[src/inc/ctim_pkg.sv]
// ctim_pkg: constants and state types of the four-channel capture/compare timer
// Contract
// - counter ticks at bus clock over selected divisor
// - direction bit zero capture, one compare
// - capture edge copies counter into channel register
// - capture sets flag; irq needs channel enable
// - counter match performs set, clear or toggle
// - compare match sets flag; irq needs enable
// - mode and level pick action; zero disconnects; code still drives a pin set in the channel-three mask
// - force bit acts immediately, flag untouched
// - channel three compare overrides other channels
// - mask selects pins driven from channel-three data
// - reset-on-match clears counter on channel three
// - port write only latches; shows on release
// - four active-high channel interrupt outputs, gated
// - overflow interrupt output gated by its enable
// - five interrupt sources: four channels, overflow
// - overflow flag write-one-clear, fast clear option
// - capture-mode register writes are ignored
`default_nettype none
package ctim_pkg;

  // register byte offsets on the APB slave
  localparam logic [7:0] CTIM_ADDR_CTRL = 8'h00;
  localparam logic [7:0] CTIM_ADDR_DIR = 8'h04;
  localparam logic [7:0] CTIM_ADDR_IEN = 8'h08;
  localparam logic [7:0] CTIM_ADDR_OUTCTL = 8'h0C;
  localparam logic [7:0] CTIM_ADDR_FORCE = 8'h10;
  localparam logic [7:0] CTIM_ADDR_MASK3 = 8'h14;
  localparam logic [7:0] CTIM_ADDR_DATA3 = 8'h18;
  localparam logic [7:0] CTIM_ADDR_FLAG1 = 8'h1C;
  localparam logic [7:0] CTIM_ADDR_FLAG2 = 8'h20;
  localparam logic [7:0] CTIM_ADDR_COUNT = 8'h24;
  localparam logic [7:0] CTIM_ADDR_EDGE = 8'h28;
  localparam logic [7:0] CTIM_ADDR_PORT = 8'h2C;
  localparam logic [7:0] CTIM_ADDR_CC0 = 8'h30;
  localparam logic [7:0] CTIM_ADDR_CC3 = 8'h3C;
  localparam logic [7:0] CTIM_ADDR_STRIDE = 8'h04;

  // field positions
  localparam int CTIM_CTRL_PRESCALE_LSB = 0;
  localparam int CTIM_CTRL_CRE_BIT = 3;
  localparam int CTIM_CTRL_FFC_BIT = 4;
  localparam int CTIM_CTRL_TOI_BIT = 5;
  localparam int CTIM_OUTCTL_LEVEL_LSB = 4;
  localparam int CTIM_PORT_DIR_LSB = 4;
  localparam int CTIM_FLAG2_TOF_BIT = 7;
  localparam int CTIM_EDGE_RISE_BIT = 0;
  localparam int CTIM_EDGE_FALL_BIT = 1;

  // values after reset, and the counter maximum
  localparam logic [15:0] CTIM_CNT_RESET = 16'h0000;
  localparam logic [15:0] CTIM_CNT_MAX = 16'hFFFF;
  localparam logic [3:0] CTIM_OE_N_RESET = 4'hF;
  localparam logic [6:0] CTIM_DIV_RESET = 7'h00;

  // compare action codes, {compare_output_mode, compare_output_level}
  localparam logic [1:0] CTIM_MODE_OFF = 2'h0;
  localparam logic [1:0] CTIM_MODE_TOGGLE = 2'h1;
  localparam logic [1:0] CTIM_MODE_CLEAR = 2'h2;
  localparam logic [1:0] CTIM_MODE_SET = 2'h3;

  typedef struct packed {
    logic [2:0] prescale_select_q;
    logic cre_q;
    logic ffc_q;
    logic toi_q;
    logic [3:0] dir_q;
    logic [3:0] ien_q;
    logic [3:0] om_q;
    logic [3:0] ol_q;
    logic [3:0] force_q;
    logic [3:0] mask3_q;
    logic [3:0] data3_q;
    logic [3:0] flag_q;
    logic tof_q;
    logic [7:0] edge_q;
    logic [3:0] port_q;
    logic [3:0] gpo_dir_q;
    logic [3:0] cmp_q;
    logic [3:0] pin_q;
    logic [3:0] oe_n_q;
    logic fresh_q;
    logic [15:0] cnt_q;
    logic [3:0][15:0] cc_q;
    logic [31:0] prdata_q;
    logic slverr_q;
  } ctim_state_t;

  typedef struct packed {
    logic [6:0] div_q;
    logic [2:0] sel_q;
  } ctim_presc_state_t;

  typedef struct packed {
    logic [3:0] s1_q;
    logic [3:0] s2_q;
    logic [3:0] prev_q;
  } ctim_sync_state_t;

endpackage
`default_nettype wire

[src/verilog/ctim_edge_sync.sv]
// ctim_edge_sync: synchronises capture pins and detects selected edges
`timescale 1ns/1ns
`default_nettype none
module ctim_edge_sync (
  // clock and reset
  input wire logic clk_sys,
  input wire logic rst,
  // pins and edge selection, two bits per channel
  input wire logic [3:0] pin_in,
  input wire logic [7:0] edge_sel,
  output logic [3:0] edge_hit
);
  ctim_pkg::ctim_sync_state_t st_q, st_d;

  always_comb begin
    st_d.s1_q = pin_in;
    st_d.s2_q = st_q.s1_q;
    st_d.prev_q = st_q.s2_q;
    for (int i = 0; i < 4; i++) begin
      edge_hit[i] = (edge_sel[2*i+ctim_pkg::CTIM_EDGE_RISE_BIT] && st_q.s2_q[i] && !st_q.prev_q[i])
        || (edge_sel[2*i+ctim_pkg::CTIM_EDGE_FALL_BIT] && !st_q.s2_q[i] && st_q.prev_q[i]);
    end
  end

  always_ff @(posedge clk_sys or posedge rst) begin
    if (rst) begin
      st_q <= '0;
    end else begin
      st_q <= st_d;
    end
  end

  sync_rise_a: assert property (
    @(posedge clk_sys) disable iff (rst)
    (!pin_in[0] ##1 pin_in[0]) |-> ##2 (edge_hit[0] || !edge_sel[0]))
    else $error("rising edge not seen two cycles after the pin");

endmodule // ctim_edge_sync
`default_nettype wire

[src/verilog/ctim_prescaler.sv]
// ctim_prescaler: divides the bus clock into counter ticks
`timescale 1ns/1ns
`default_nettype none
module ctim_prescaler (
  // clock and reset
  input wire logic clk_sys,
  input wire logic rst,
  // divisor select and tick
  input wire logic [2:0] sel,
  output logic tick
);
  ctim_pkg::ctim_presc_state_t st_q, st_d;
  logic [6:0] mask;

  always_comb begin
    mask = 7'((8'h01 << sel) - 8'h01);
    tick = ((st_q.div_q & mask) == mask);
    st_d = st_q;
    st_d.sel_q = sel;
    // restart on a new divisor so the first period is whole
    if (sel != st_q.sel_q) begin
      st_d.div_q = ctim_pkg::CTIM_DIV_RESET;
    end else begin
      st_d.div_q = st_q.div_q + 7'h01;
    end
  end

  always_ff @(posedge clk_sys or posedge rst) begin
    if (rst) begin
      st_q <= '0;
    end else begin
      st_q <= st_d;
    end
  end

  div_four_a: assert property (
    @(posedge clk_sys) disable iff (rst || sel != st_q.sel_q)
    (tick && sel == 3'h2) |=> (!tick) [*3] ##1 tick)
    else $error("divide by four tick spacing wrong");

endmodule // ctim_prescaler
`default_nettype wire

[src/verilog/ctim_top.sv]
// ctim_top: four-channel capture/compare timer with APB registers
`timescale 1ns/1ns
`default_nettype none
module ctim_top (
  // clock and reset
  input wire logic clk_sys,
  input wire logic rst,
  // APB slave
  input wire logic [7:0] paddr,
  input wire logic psel,
  input wire logic penable,
  input wire logic pwrite,
  input wire logic [31:0] pwdata,
  input wire logic [3:0] pstrb,
  output logic [31:0] prdata,
  output logic pready,
  output logic pslverr,
  // channel pins
  input wire logic [3:0] pin_in,
  output logic [3:0] pin_out,
  output logic [3:0] pin_oe_n,
  // interrupt requests
  output logic [3:0] ch_irq,
  output logic ovf_irq
);
  ctim_pkg::ctim_state_t st_q, st_d;

  logic tick;
  logic [3:0] edge_hit;
  logic acc;
  logic wr;
  logic [3:0] match;
  logic [3:0] cap_ev;
  logic [3:0] act;
  logic [3:0] clr1;
  logic [3:0] owned;
  logic ovr3;
  logic reset3;
  logic [31:0] rd;
  logic [31:0] wm;

  function automatic logic [7:0] ctim_cc_addr(input int idx);
    return ctim_pkg::CTIM_ADDR_CC0 + 8'(idx) * ctim_pkg::CTIM_ADDR_STRIDE;
  endfunction

  function automatic logic ctim_mapped(input logic [7:0] a);
    logic ok;
    ok = (a[1:0] == 2'h0) && (a <= ctim_cc_addr(3));
    return ok;
  endfunction

  // byte-lane merge of write data onto the old register value
  function automatic logic [31:0] ctim_wmerge(input logic [31:0] old, input logic [31:0] wd,
                                              input logic [3:0] strb);
    logic [31:0] r;
    r = old;
    for (int b = 0; b < 4; b++) begin
      if (strb[b]) begin
        r[8*b +: 8] = wd[8*b +: 8];
      end
    end
    return r;
  endfunction

  function automatic logic ctim_action(input logic cur, input logic [1:0] mode);
    logic r;
    case (mode)
      ctim_pkg::CTIM_MODE_TOGGLE: r = ~cur;
      ctim_pkg::CTIM_MODE_CLEAR: r = 1'b0;
      ctim_pkg::CTIM_MODE_SET: r = 1'b1;
      default: r = cur;
    endcase
    return r;
  endfunction

  ctim_prescaler u_presc (
    .clk_sys(clk_sys),
    .rst(rst),
    .sel(st_q.prescale_select_q),
    .tick(tick)
  );

  ctim_edge_sync u_sync (
    .clk_sys(clk_sys),
    .rst(rst),
    .pin_in(pin_in),
    .edge_sel(st_q.edge_q),
    .edge_hit(edge_hit)
  );

  // read view of the register file
  always_comb begin
    rd = 32'h0000_0000;
    case (paddr)
      ctim_pkg::CTIM_ADDR_CTRL: begin
        rd[ctim_pkg::CTIM_CTRL_PRESCALE_LSB +: 3] = st_q.prescale_select_q;
        rd[ctim_pkg::CTIM_CTRL_CRE_BIT] = st_q.cre_q;
        rd[ctim_pkg::CTIM_CTRL_FFC_BIT] = st_q.ffc_q;
        rd[ctim_pkg::CTIM_CTRL_TOI_BIT] = st_q.toi_q;
      end
      ctim_pkg::CTIM_ADDR_DIR: rd[3:0] = st_q.dir_q;
      ctim_pkg::CTIM_ADDR_IEN: rd[3:0] = st_q.ien_q;
      ctim_pkg::CTIM_ADDR_OUTCTL: begin
        rd[3:0] = st_q.om_q;
        rd[ctim_pkg::CTIM_OUTCTL_LEVEL_LSB +: 4] = st_q.ol_q;
      end
      ctim_pkg::CTIM_ADDR_MASK3: rd[3:0] = st_q.mask3_q;
      ctim_pkg::CTIM_ADDR_DATA3: rd[3:0] = st_q.data3_q;
      ctim_pkg::CTIM_ADDR_FLAG1: rd[3:0] = st_q.flag_q;
      ctim_pkg::CTIM_ADDR_FLAG2: rd[ctim_pkg::CTIM_FLAG2_TOF_BIT] = st_q.tof_q;
      ctim_pkg::CTIM_ADDR_COUNT: rd[15:0] = st_q.cnt_q;
      ctim_pkg::CTIM_ADDR_EDGE: rd[7:0] = st_q.edge_q;
      ctim_pkg::CTIM_ADDR_PORT: begin
        rd[3:0] = st_q.port_q;
        rd[ctim_pkg::CTIM_PORT_DIR_LSB +: 4] = st_q.gpo_dir_q;
      end
      default: begin
        for (int i = 0; i < 4; i++) begin
          if (paddr == ctim_cc_addr(i)) begin
            rd[15:0] = st_q.cc_q[i];
          end
        end
      end
    endcase
  end

  always_comb begin
    acc = psel && penable;
    wr = acc && pwrite;
    st_d = st_q;
    wm = 32'h0000_0000;
    clr1 = 4'h0;

    // register read data is frozen at setup so it comes from a flop
    if (psel && !penable) begin
      st_d.prdata_q = rd;
      st_d.slverr_q = !ctim_mapped(paddr);
    end

    // compares are judged only once per new counter value
    for (int i = 0; i < 4; i++) begin
      match[i] = st_q.fresh_q && st_q.dir_q[i] && (st_q.cnt_q == st_q.cc_q[i]);
      cap_ev[i] = !st_q.dir_q[i] && edge_hit[i];
      act[i] = st_q.dir_q[i] && (match[i] || st_q.force_q[i]);
    end
    ovr3 = act[3];
    reset3 = match[3] && st_q.cre_q;

    // free-running counter
    st_d.fresh_q = tick || reset3;
    if (reset3) begin
      st_d.cnt_q = ctim_pkg::CTIM_CNT_RESET;
    end else if (tick) begin
      st_d.cnt_q = st_q.cnt_q + 16'h0001;
    end

    // register writes
    st_d.force_q = 4'h0;
    if (wr) begin
      case (paddr)
        ctim_pkg::CTIM_ADDR_CTRL: begin
          wm = ctim_wmerge({26'h0, st_q.toi_q, st_q.ffc_q, st_q.cre_q, st_q.prescale_select_q}, pwdata, pstrb);
          st_d.prescale_select_q = wm[ctim_pkg::CTIM_CTRL_PRESCALE_LSB +: 3];
          st_d.cre_q = wm[ctim_pkg::CTIM_CTRL_CRE_BIT];
          st_d.ffc_q = wm[ctim_pkg::CTIM_CTRL_FFC_BIT];
          st_d.toi_q = wm[ctim_pkg::CTIM_CTRL_TOI_BIT];
        end
        ctim_pkg::CTIM_ADDR_DIR: begin
          wm = ctim_wmerge({28'h0, st_q.dir_q}, pwdata, pstrb);
          st_d.dir_q = wm[3:0];
        end
        ctim_pkg::CTIM_ADDR_IEN: begin
          wm = ctim_wmerge({28'h0, st_q.ien_q}, pwdata, pstrb);
          st_d.ien_q = wm[3:0];
        end
        ctim_pkg::CTIM_ADDR_OUTCTL: begin
          wm = ctim_wmerge({24'h0, st_q.ol_q, st_q.om_q}, pwdata, pstrb);
          st_d.om_q = wm[3:0];
          st_d.ol_q = wm[ctim_pkg::CTIM_OUTCTL_LEVEL_LSB +: 4];
        end
        ctim_pkg::CTIM_ADDR_FORCE: begin
          wm = ctim_wmerge(32'h0000_0000, pwdata, pstrb);
          st_d.force_q = wm[3:0];
        end
        ctim_pkg::CTIM_ADDR_MASK3: begin
          wm = ctim_wmerge({28'h0, st_q.mask3_q}, pwdata, pstrb);
          st_d.mask3_q = wm[3:0];
        end
        ctim_pkg::CTIM_ADDR_DATA3: begin
          wm = ctim_wmerge({28'h0, st_q.data3_q}, pwdata, pstrb);
          st_d.data3_q = wm[3:0];
        end
        ctim_pkg::CTIM_ADDR_FLAG1: begin
          wm = ctim_wmerge(32'h0000_0000, pwdata, pstrb);
          clr1 = wm[3:0];
        end
        ctim_pkg::CTIM_ADDR_EDGE: begin
          wm = ctim_wmerge({24'h0, st_q.edge_q}, pwdata, pstrb);
          st_d.edge_q = wm[7:0];
        end
        ctim_pkg::CTIM_ADDR_PORT: begin
          wm = ctim_wmerge({24'h0, st_q.gpo_dir_q, st_q.port_q}, pwdata, pstrb);
          st_d.port_q = wm[3:0];
          st_d.gpo_dir_q = wm[ctim_pkg::CTIM_PORT_DIR_LSB +: 4];
        end
        default: begin
          for (int i = 0; i < 4; i++) begin
            // a channel in capture mode keeps its captured value
            if (paddr == ctim_cc_addr(i) && st_q.dir_q[i]) begin
              wm = ctim_wmerge({16'h0, st_q.cc_q[i]}, pwdata, pstrb);
              st_d.cc_q[i] = wm[15:0];
            end
          end
        end
      endcase
    end

    // capture after register writes, so a capture is never lost
    for (int i = 0; i < 4; i++) begin
      if (cap_ev[i]) begin
        st_d.cc_q[i] = st_q.cnt_q;
      end
    end

    // channel flags: hardware set wins over write-one-clear
    st_d.flag_q = (st_q.flag_q & ~clr1) | cap_ev | match;

    // overflow flag
    if (wr && paddr == ctim_pkg::CTIM_ADDR_FLAG2 && pstrb[0] && pwdata[ctim_pkg::CTIM_FLAG2_TOF_BIT]) begin
      st_d.tof_q = 1'b0;
    end
    if (acc && st_q.ffc_q && paddr == ctim_pkg::CTIM_ADDR_COUNT) begin
      st_d.tof_q = 1'b0;
    end
    if (tick && !reset3 && st_q.cnt_q == ctim_pkg::CTIM_CNT_MAX) begin
      st_d.tof_q = 1'b1;
    end

    // compare outputs; channel three data overrides masked channels
    for (int i = 0; i < 4; i++) begin
      if (act[i]) begin
        st_d.cmp_q[i] = ctim_action(st_q.cmp_q[i], {st_q.om_q[i], st_q.ol_q[i]});
      end
      if (ovr3 && st_q.mask3_q[i] && st_q.dir_q[i]) begin
        st_d.cmp_q[i] = st_q.data3_q[i];
      end
    end

    // pin ownership follows the next configuration
    for (int i = 0; i < 4; i++) begin
      owned[i] = st_d.dir_q[i] && (({st_d.om_q[i], st_d.ol_q[i]} != ctim_pkg::CTIM_MODE_OFF)
                 || st_d.mask3_q[i]);
      st_d.pin_q[i] = owned[i] ? st_d.cmp_q[i] : st_d.port_q[i];
      st_d.oe_n_q[i] = !(owned[i] || st_d.gpo_dir_q[i]);
    end
  end

  always_ff @(posedge clk_sys or posedge rst) begin
    if (rst) begin
      st_q <= '0;
      st_q.oe_n_q <= ctim_pkg::CTIM_OE_N_RESET;
    end else begin
      st_q <= st_d;
    end
  end

  // zero-wait slave: the answer stands in the first access cycle
  assign pready = 1'b1;
  assign prdata = st_q.prdata_q;
  assign pslverr = acc && st_q.slverr_q;
  assign pin_out = st_q.pin_q;
  assign pin_oe_n = st_q.oe_n_q;
  assign ch_irq = st_q.flag_q & st_q.ien_q;
  assign ovf_irq = st_q.tof_q && st_q.toi_q;

  cap_value_a: assert property (
    @(posedge clk_sys) disable iff (rst)
    cap_ev[0] |=> st_q.cc_q[0] == $past(st_q.cnt_q))
    else $error("capture did not latch the counter");

  cap_flag_a: assert property (
    @(posedge clk_sys) disable iff (rst)
    (cap_ev[2] && st_q.ien_q[2]) |=> (st_q.flag_q[2] && ch_irq[2]))
    else $error("capture flag or irq missing");

  match_set_a: assert property (
    @(posedge clk_sys) disable iff (rst)
    (match[0] && {st_q.om_q[0], st_q.ol_q[0]} == ctim_pkg::CTIM_MODE_SET && !(ovr3 && st_q.mask3_q[0]))
    |=> st_q.cmp_q[0] ##1 pin_out[0])
    else $error("set on compare not applied");

  match_flag_a: assert property (
    @(posedge clk_sys) disable iff (rst)
    (match[0] && !st_q.ien_q[0]) |=> (st_q.flag_q[0] && !ch_irq[0]))
    else $error("compare flag or irq gating wrong");

  force_noflag_a: assert property (
    @(posedge clk_sys) disable iff (rst)
    (st_q.force_q[0] && !match[0] && !cap_ev[0] && !st_q.flag_q[0]) |=> !st_q.flag_q[0])
    else $error("forced compare set the flag");

  mask_override_a: assert property (
    @(posedge clk_sys) disable iff (rst)
    (ovr3 && st_q.mask3_q[1] && st_q.dir_q[1]) |=> st_q.cmp_q[1] == $past(st_q.data3_q[1]))
    else $error("channel three data not applied to masked channel");

  cnt_reset_a: assert property (
    @(posedge clk_sys) disable iff (rst)
    reset3 |=> (st_q.cnt_q == ctim_pkg::CTIM_CNT_RESET && st_q.fresh_q))
    else $error("counter not reset on channel three match");

  gpo_latch_a: assert property (
    @(posedge clk_sys) disable iff (rst)
    (!st_q.dir_q[0] && st_q.gpo_dir_q[0]) |-> (pin_out[0] == st_q.port_q[0] && !pin_oe_n[0]))
    else $error("port latch not on released pin");

  wrap_ovf_a: assert property (
    @(posedge clk_sys) disable iff (rst)
    (tick && !reset3 && st_q.cnt_q == ctim_pkg::CTIM_CNT_MAX)
    |=> (st_q.cnt_q == ctim_pkg::CTIM_CNT_RESET && st_q.tof_q && ovf_irq == st_q.toi_q))
    else $error("wrap did not raise overflow");

  fast_clear_a: assert property (
    @(posedge clk_sys) disable iff (rst)
    (acc && st_q.ffc_q && paddr == ctim_pkg::CTIM_ADDR_COUNT && !(tick && st_q.cnt_q == ctim_pkg::CTIM_CNT_MAX))
    |=> !st_q.tof_q)
    else $error("counter access did not clear overflow");

  cc_ignore_a: assert property (
    @(posedge clk_sys) disable iff (rst)
    (wr && paddr == ctim_pkg::CTIM_ADDR_CC0 && !st_q.dir_q[0] && !cap_ev[0])
    |=> st_q.cc_q[0] == $past(st_q.cc_q[0]))
    else $error("capture register written in capture mode");

endmodule // ctim_top
`default_nettype wire
[config.mk]
export PLATFORM = sky130hd
export DESIGN_NAME = ctim_top
export DESIGN_NICKNAME = d
export VERILOG_FILES = /design/src/inc/ctim_pkg.sv /design/src/verilog/ctim_edge_sync.sv /design/src/verilog/ctim_prescaler.sv /design/src/verilog/ctim_top.sv
export SDC_FILE = /design/constraint.sdc
export NUM_CORES = 1
export LEC_CHECK = 0
export BUFFER_PORTS_ARGS = -buffer_cell sky130_fd_sc_hd__buf_2
export CORE_ASPECT_RATIO = 1.2
export CORE_UTILIZATION = 45
export DETAILED_ROUTE_END_ITERATION = 8
export PLACE_DENSITY = 0.66
export SLEW_MARGIN = 20
export SYNTH_ARGS = -nofsm -noshare
export SYNTH_HDL_FRONTEND = slang
export SYNTH_SLANG_ARGS = --single-unit
[constraint.sdc]
create_clock -name clk_sys -period 9.8 [get_ports clk_sys]
set_clock_uncertainty 0.2 [all_clocks]
set_input_delay 1.47 -clock clk_sys [delete_from_list [all_inputs] [get_ports clk_sys]]
set_output_delay 1.47 -clock clk_sys [all_outputs]
set_load 0.02 [all_outputs]
==> results of run 1 <==
## layout make-up
cell class              count  area share, %
repair buffers             76           3.56
inverters                   6          0.260
well taps                 315           3.42
multi-input cells         762           46.9
clock buffers              17           3.69
clock inverters            15           1.56
flip-flops and latches    187           40.6
## where the power goes
part	switching, uW	total [uW]	internal, uW
combinational	212	369	158
clock	348	715	366
sequential	131	967	836
total	691	2050	1360
## cell usage after synthesis (all sizes together), types with 3 or more instances
| master | instances | area, sq um |
|---|---|---|
| xor2 | 22 | 200 |
| o21ai | 15 | 75.1 |
| nor2b | 5 | 31.3 |
| o21bai | 8 | 82.6 |
| nor3 | 13 | 98.9 |
| a21o | 10 | 75.1 |
| o2111ai | 3 | 26.3 |
| inv | 6 | 22.5 |
| nor2 | 126 | 495 |
| o21a | 6 | 45.0 |
| a222oi | 9 | 90.1 |
| xnor2 | 66 | 578 |
| nand3 | 27 | 140 |
| buf | 91 | 564 |
| a41o | 3 | 30.0 |
| a221oi | 6 | 52.6 |
| clkbuf | 26 | 97.6 |
| or4 | 3 | 22.5 |
| a31o | 7 | 61.3 |
| mux2 | 57 | 646 |
| and3 | 5 | 31.3 |
| o31ai | 10 | 75.1 |
| nor3b | 3 | 27.5 |
| nand3b | 8 | 60.1 |
| nand4 | 21 | 146 |
| dfrtp | 183 | 4580 |
| mux2i | 79 | 791 |
| a22oi | 21 | 158 |
| nor4b | 8 | 91.3 |
| o22ai | 4 | 25.0 |
| a22o | 5 | 43.8 |
| and2 | 15 | 93.8 |
| nand2 | 51 | 194 |
| o31a | 5 | 45.0 |
| a221o | 4 | 40.0 |
| nor4 | 13 | 109 |
| a21oi | 85 | 425 |
| dfstp | 4 | 105 |
## flip-flops by register name, indices dropped and copies added (netlist names)
signal	count
u_sync.st_q	4
pin_oe_n	4
prdata	16
pin_out	4
u_presc.st_q	10
u_sync.st_d	8
st_q	141
## worst max-delay path, delay by kind of cell
| family | cells | cell delay [ps] |
|---|---|---|
| AND/OR/NAND/NOR | 3 | 1500 |
| AO/OA/AOI/OAI | 2 | 1000 |
| buffers and inverters | 3 | 760 |
## how the worst max path moves through the flow
| stage | start | end | slack, ps | cells past startpoint |
|---|---|---|---|---|
| after floorplan | rst | pin_out[0] | 3050 | 1 |
| after global placement | paddr[2] | st_q[90] | 4790 | 8 |
| after detailed placement | paddr[2] | st_q[92] | 4640 | 9 |
| after CTS | paddr[2] | st_q[92] | 5110 | 9 |
| after global routing | paddr[2] | st_q[83] | 4900 | 9 |
| final | paddr[2] | st_q[86] | 5140 | 8 |
## metrics by stage
stage / util (%) / instance area [sq um] / hold WS, ps / cells / worst slack, ps
global route: 49.6 / 11500 / 150 / 1378 / 4900
CTS: 49.5 / 11500 / 145 / 1378 / 5110
detailed placement: 46.9 / 10900 / 137 / 1346 / 4640
floorplan: - / 10800 / 131 / 1072 / 3050
finish: 49.6 / 11500 / 143 / 1378 / 5140
global placement: 46.9 / 10900 / 135 / 1346 / 4790
## routing by layer
metal | share of wire (%) | vias up | track usage (%)
met5 | 0 | - | 0
met4 | 4.2 | 0 | 12.1
met2 | 48 | 329 | 42.8
met3 | 6.2 | 78 | 4.25
met1 | 42 | 4070 | 34.3
li1 | - | 3707 | -
## cells by family (layout without fill, tap and decap cells)
logic type / count (synthesis) / after routing / synth area share [%]
mux: 137 / 137 / 13.6
fa+ha+maj: 2 / 2 / 0.234
xor+xnor: 88 / 88 / 7.28
flops: 187 / 187 / 43.8
compound gates: 210 / 210 / 13.3
other cells: 2 / 17 / 0.0702
buf+inv: 123 / 114 / 6.40
simple gates: 308 / 308 / 15.3
==> results by group, run 1 <==
Run status
  – Status: finished, final reports clean

Timing
  – Final hold vios: 0
  – Max-slew headroom: between 30% and 40%
  – Fmax: around 210 MHz
  – Slew @ Worst Pin: 1050 ps
  – Setup TNS: 0 ps
  – Final Cycle Share: 47.6%
  – RSZ-0062 raised after global routing: no
  – Min Tclk post-route: 4660 ps
  – Final setup fails: 0
  – Pins over their slew limit: 0

Synth
  – Syn Inst Count: 1057
  – Yosys warns: 0
  – Yosys reg bits: approximately 190
  – Number of synthesized flops with an enable pin: 0
  – Area of the mapped netlist: between 0.01 and 0.015 sq mm
  – Post-synthesis cell type count: 74
  – Post-synth ARST share: 100%
  – Syn Area/Cell: 10.1 sq um
  – Sequential element share of the synthesized area: 43.8%
  – Top_reg_cell synth: dfrtp_1

Floorplan
  – Die area: 0.0244 sq mm
  – Die Height: approximately 170 microns
  – Core area: approximately 0.023 sq mm
  – Initial Utilization: around 46%
  – Io pins: 100
  – Die width: 143 microns
  – FP Rows: 61

Finish
  – Area of the multi-input gates: around 0.0054 sq mm
  – Diode count: 0
  – Share of layout cells above drive strength 1: 20.0%
  – Most frequent cells in the layout: 183 x dfrtp_1, 120 x nor2_1, 80 x a21oi_1
  – FILL cells: 2163
  – Commonest non-fill, non-tap cell in the layout: dfrtp_1
  – Post-layout net count: 1105
  – Layout Area Growth over Synthesis: 7.89%
  – Register Area: between 0.004 and 0.005 sq mm

Worst setup path
  – Reg-to-Reg End: st_q[142]
  – R2R cell count: 6
  – Slowest cell on the critical path: o21bai_1
  – Critical Path AT: 4740 ps
  – Setup CP Type: in2reg
  – WP data required: 9880 ps
  – R2r setup slk: 6630 ps
  – Most frequent cell on the critical path: buf_4
  – CP Capture Type: flip-flop
  – Crit-path max cell delay: about 850 ps
  – CP startpoint kind: input port
  – Max FO, Critical Path: 32
  – Worst-path cell chain: buf_2 -> buf_4 -> nand4bb_1 -> nor2_1 -> buf_4 -> nand2_1 -> o21bai_1 -> a21oi_1
  – R2r startpoint: st_q[97]

Clock network
  – CTS Buf Count: 17
  – Clock Tree Root: clkbuf_16
  – Skew-Pair Late Insertion Delay: between 400 and 500 ps
  – Hold buffers post-CTS: 0
  – Clock sinks: 187
  – Worst-path clk slew: 80 ps
  – H-Tree Depth: 4
  – TritonCTS clock tree: yes
  – Post CTS Setup Buffer Count: 0
  – Clock buffer depth: 2
  – Post-CTS Resized: 0

Route
  – Drt pass-1 iters: 6
  – Routed wire per std cell: 22.1 microns
  – Vias per cell: just under 6
  – DRT iter0 DRCs: 800
  – Post-route DRC: 0
  – Vias: 8184
  – Post-route ant nets: 0
  – Total wire length: 30400 microns

Hold path
  – Hold WC Path Type: reg2reg
  – Hold EP: u_sync.st_d[2]
  – Hold path depth: 0
  – Hold path startpoint: u_sync.st_d[6]

Power and ir drop
  – Leak: 0.00491 uW
  – VDD IR max: 0.124 mV
  – Overall power: ~2000 uW
  – Power Density: 178 mW/mm^2

Run
  – Max-Cap Viols: 0

GRT
  – Gr ovfl total: 0
  – Vias in the first global route: 7848
  – Largest net degree at the start of global routing: 125
  – GRT Util Overall: 26.3%
  – Antenna violations before repair: 0
  – First-pass GRT wire length: about 47000 microns

Placement
  – Hpwl dp: 21500 microns
  – Port Buf Inserts: 64
  – RePlAce Congestion: 0.937
Note: power is estimated with default switching activity, not from simulation.
==> run 2, diff against run 1 <==
--- a/config.mk
+++ b/config.mk
@@ -9,7 +9,7 @@
 export CORE_ASPECT_RATIO = 1.2
 export CORE_UTILIZATION = 45
 export DETAILED_ROUTE_END_ITERATION = 8
-export PLACE_DENSITY = 0.66
+export PLACE_DENSITY = 0.69
 export SLEW_MARGIN = 20
 export SYNTH_ARGS = -nofsm -noshare
 export SYNTH_HDL_FRONTEND = slang
==> constraint.sdc (replaced) <==
create_clock -name clk_sys -period 4 [get_ports clk_sys]
set_clock_uncertainty 0.2 [all_clocks]
set_input_delay 0.6 -clock clk_sys [delete_from_list [all_inputs] [get_ports clk_sys]]
set_output_delay 0.6 -clock clk_sys [all_outputs]
set_load 0.02 [all_outputs]
==> run 2 against run 1 <==
  * Sequential power grew 140%
  * Sequential cell count is the same
  * First-iteration DRC count down 1.5%
  * Combinational power rose to 2.6 times the previous value
  * Setup slack got worse by 4200 ps
  * Count of clock-buffer cells in the layout unchanged
==> results by group, run 2 (synthesis gave the netlist of run 1 again) <==
Run status
  – Status: finished, final reports clean

Worst setup path
  – CP Capture Type: flip-flop
  – Cell family with most CP delay: simple AND/OR/NAND/NOR gates
  – Worst-path cell chain: xor2_1 -> nor4_2 -> nand3_2 -> nor2_1 -> and2_1 -> o21ai_0
  – R2r setup slk: 970 ps (-5660 ps)
  – Critical Path AT: 3130 ps (-1610 ps)
  – CP startpoint kind: flip-flop
  – Reg-to-Reg End: st_q[142]
  – R2r startpoint: st_q[104]
  – CP Buf/Inv Count: 0 (-3)
  – R2R cell count: 6 (unchanged)
  – Slowest cell on the critical path: dfrtp_1
  – WP data required: 4100 ps (-5780 ps)
  – Setup CP Type: reg2reg
  – Max FO, Critical Path: 18 (-44%)
  – Crit-path max cell delay: 730 ps (-120 ps)

Placement
  – Placed cell count: 1358 (+0.89%)
  – Port Buf Inserts: 64 (unchanged)
  – Pre-CTS worst setup slack: 862 ps (-3780 ps)
  – Hpwl dp: 21500 microns (+0.16%)
  – RePlAce Congestion: 0.953 (+1.8%)

Power and ir drop
  – Leak: 0.00498 uW (+1.4%)
  – Power Density: 434 mW/mm^2 (+140%)
  – VDD IR max: 0.272 mV (+120%)

Route
  – Drt pass-1 iters: 6 (unchanged)
  – Post-route DRC: 0 (unchanged)
  – DRT iter0 DRCs: 788 (-1.5%)
  – Vias: 8172 (-0.15%)
  – Total wire length: 30300 microns (-0.29%)
  – Vias per cell: 5.87 (-1.1%)
  – Routed wire per std cell: 21.8 microns (-1.2%)
  – Post-route ant nets: 0 (unchanged)

GRT
  – Vias in the first global route: 7867 (+0.24%)
  – Largest net degree at the start of global routing: 188 (+50%)
  – Antenna violations before repair: 0 (unchanged)
  – GRT Util Overall: 26.1% (-0.22 points)
  – First-pass GRT wire length: 46800 microns (-1.0%)
  – Gr ovfl total: 0 (unchanged)

Floorplan
  – Io pins: 100 (unchanged)
  – Core area: 0.0233 sq mm (unchanged)
  – Initial Utilization: 45.9% (unchanged)
  – Die Height: 171 microns (unchanged)
  – Die width: 143 microns (unchanged)
  – Die area: 0.0244 sq mm (unchanged)
  – FP Rows: 61 (unchanged)

Finish
  – Share of layout cells above drive strength 1: 20.7% (+0.69 points)
  – Number of flip-flops in the largest register: 141 (unchanged)
  – Largest reg by FF count: st_q
  – FILL cells: 2153 (-0.46%)
  – Layout Area Growth over Synthesis: 8.93%
  – Diode count: 0 (unchanged)
  – Commonest non-fill, non-tap cell in the layout: dfrtp_1
  – Post-layout net count: 1118 (+1.2%)
  – Most frequent cells in the layout: 183 x dfrtp_1, 121 x nor2_1, 81 x a21oi_1
  – Final cell count without fillers: 1391 (+0.94%)

Timing
  – Max-slew headroom: 20.1% (-10 points)
  – RSZ-0062 raised after global routing: no
  – Pins over their slew limit: 0 (unchanged)
  – Setup TNS: 0 ps (unchanged)
  – Final Cycle Share: 75.7%
  – PnR worst setup slack: 971 ps (-4170 ps)
  – Slew @ Worst Pin: 1200 ps (+152 ps)
  – Min Tclk post-route: ~3000 ps
  – Final setup fails: 0 (unchanged)
  – Fmax: roughly 330 MHz
  – Final hold vios: 0 (unchanged)

Hold path
  – Hold WC Path Type: in2reg
  – Hold path depth: 1 (+1)
  – Hold EP: u_sync.st_d[5]
  – Hold path startpoint: pin_in[1]

Clock network
  – Post CTS Setup Buffer Count: 0 (unchanged)
  – TritonCTS clock tree: yes
  – Clock Tree Root: clkbuf_16
  – H-Tree Depth: 4 (unchanged)
  – Clock sinks: 187 (unchanged)
  – CTS Buf Count: 17 (unchanged)
  – Post-CTS Resized: 0 (unchanged)
  – Hold buffers post-CTS: 0 (unchanged)
  – Skew-Pair Late Insertion Delay: 450 ps (about the same)
  – Worst-path clk slew: 70 ps (about the same)
  – Clock buffer depth: 2 (unchanged)

Run
  – Max-Cap Viols: 0 (unchanged)
==> run 2: layout make-up <==
type | count | area (sq um) | area share [%]
inverters | 6 | 26.3 | 0.226
repair buffers | 89 | 541 | 4.64
flip-flops and latches | 187 | 4680 | 40.2
multi-input cells | 762 | 5400 | 46.4
clock inverters | 15 | 175 | 1.50
well taps | 315 | 394 | 3.38
clock buffers | 17 | 425 | 3.65
==> run 2: worst max path at each step <==
stage	start	end	slack, ps	cells after the start
after floorplan	rst	pin_out[0]	800	1
after global placement	paddr[2]	pin_out[3]	900	6
after detailed placement	paddr[4]	pin_out[3]	860	7
after CTS	st_q[104]	st_q[142]	1010	6
after global routing	st_q[104]	st_q[142]	730	6
final	st_q[104]	st_q[142]	970	6
==> run 2: power by group <==
group          internal [uW]  switching [uW]
sequential              2050             293
clock                    947             823
combinational            401             545
==> run 2: routing by layer <==
metal	global-route usage, %	share of wire [%]	vias to the layer above	wire [microns]
met1	33.6	43	4030	12900
met3	4.42	5.6	79	1700
met4	12.9	4.6	0	1380
met5	0	0	-	0
li1	-	-	3732	-
met2	42.3	47	331	14300
==> run 2: stage by stage <==
step / utilization (%) / cell area [sq um] / power, uW / hold slack [ps]
finish: 50.0 / 11600 / 5060 / 56.7
global route: 50.0 / 11600 / 5270 / 51.0
CTS: 49.9 / 11600 / 5060 / 46.6
detailed placement: 47.3 / 11000 / 3300 / 135
global placement: 47.3 / 11000 / 3290 / 135
floorplan: - / 10800 / 3030 / 131
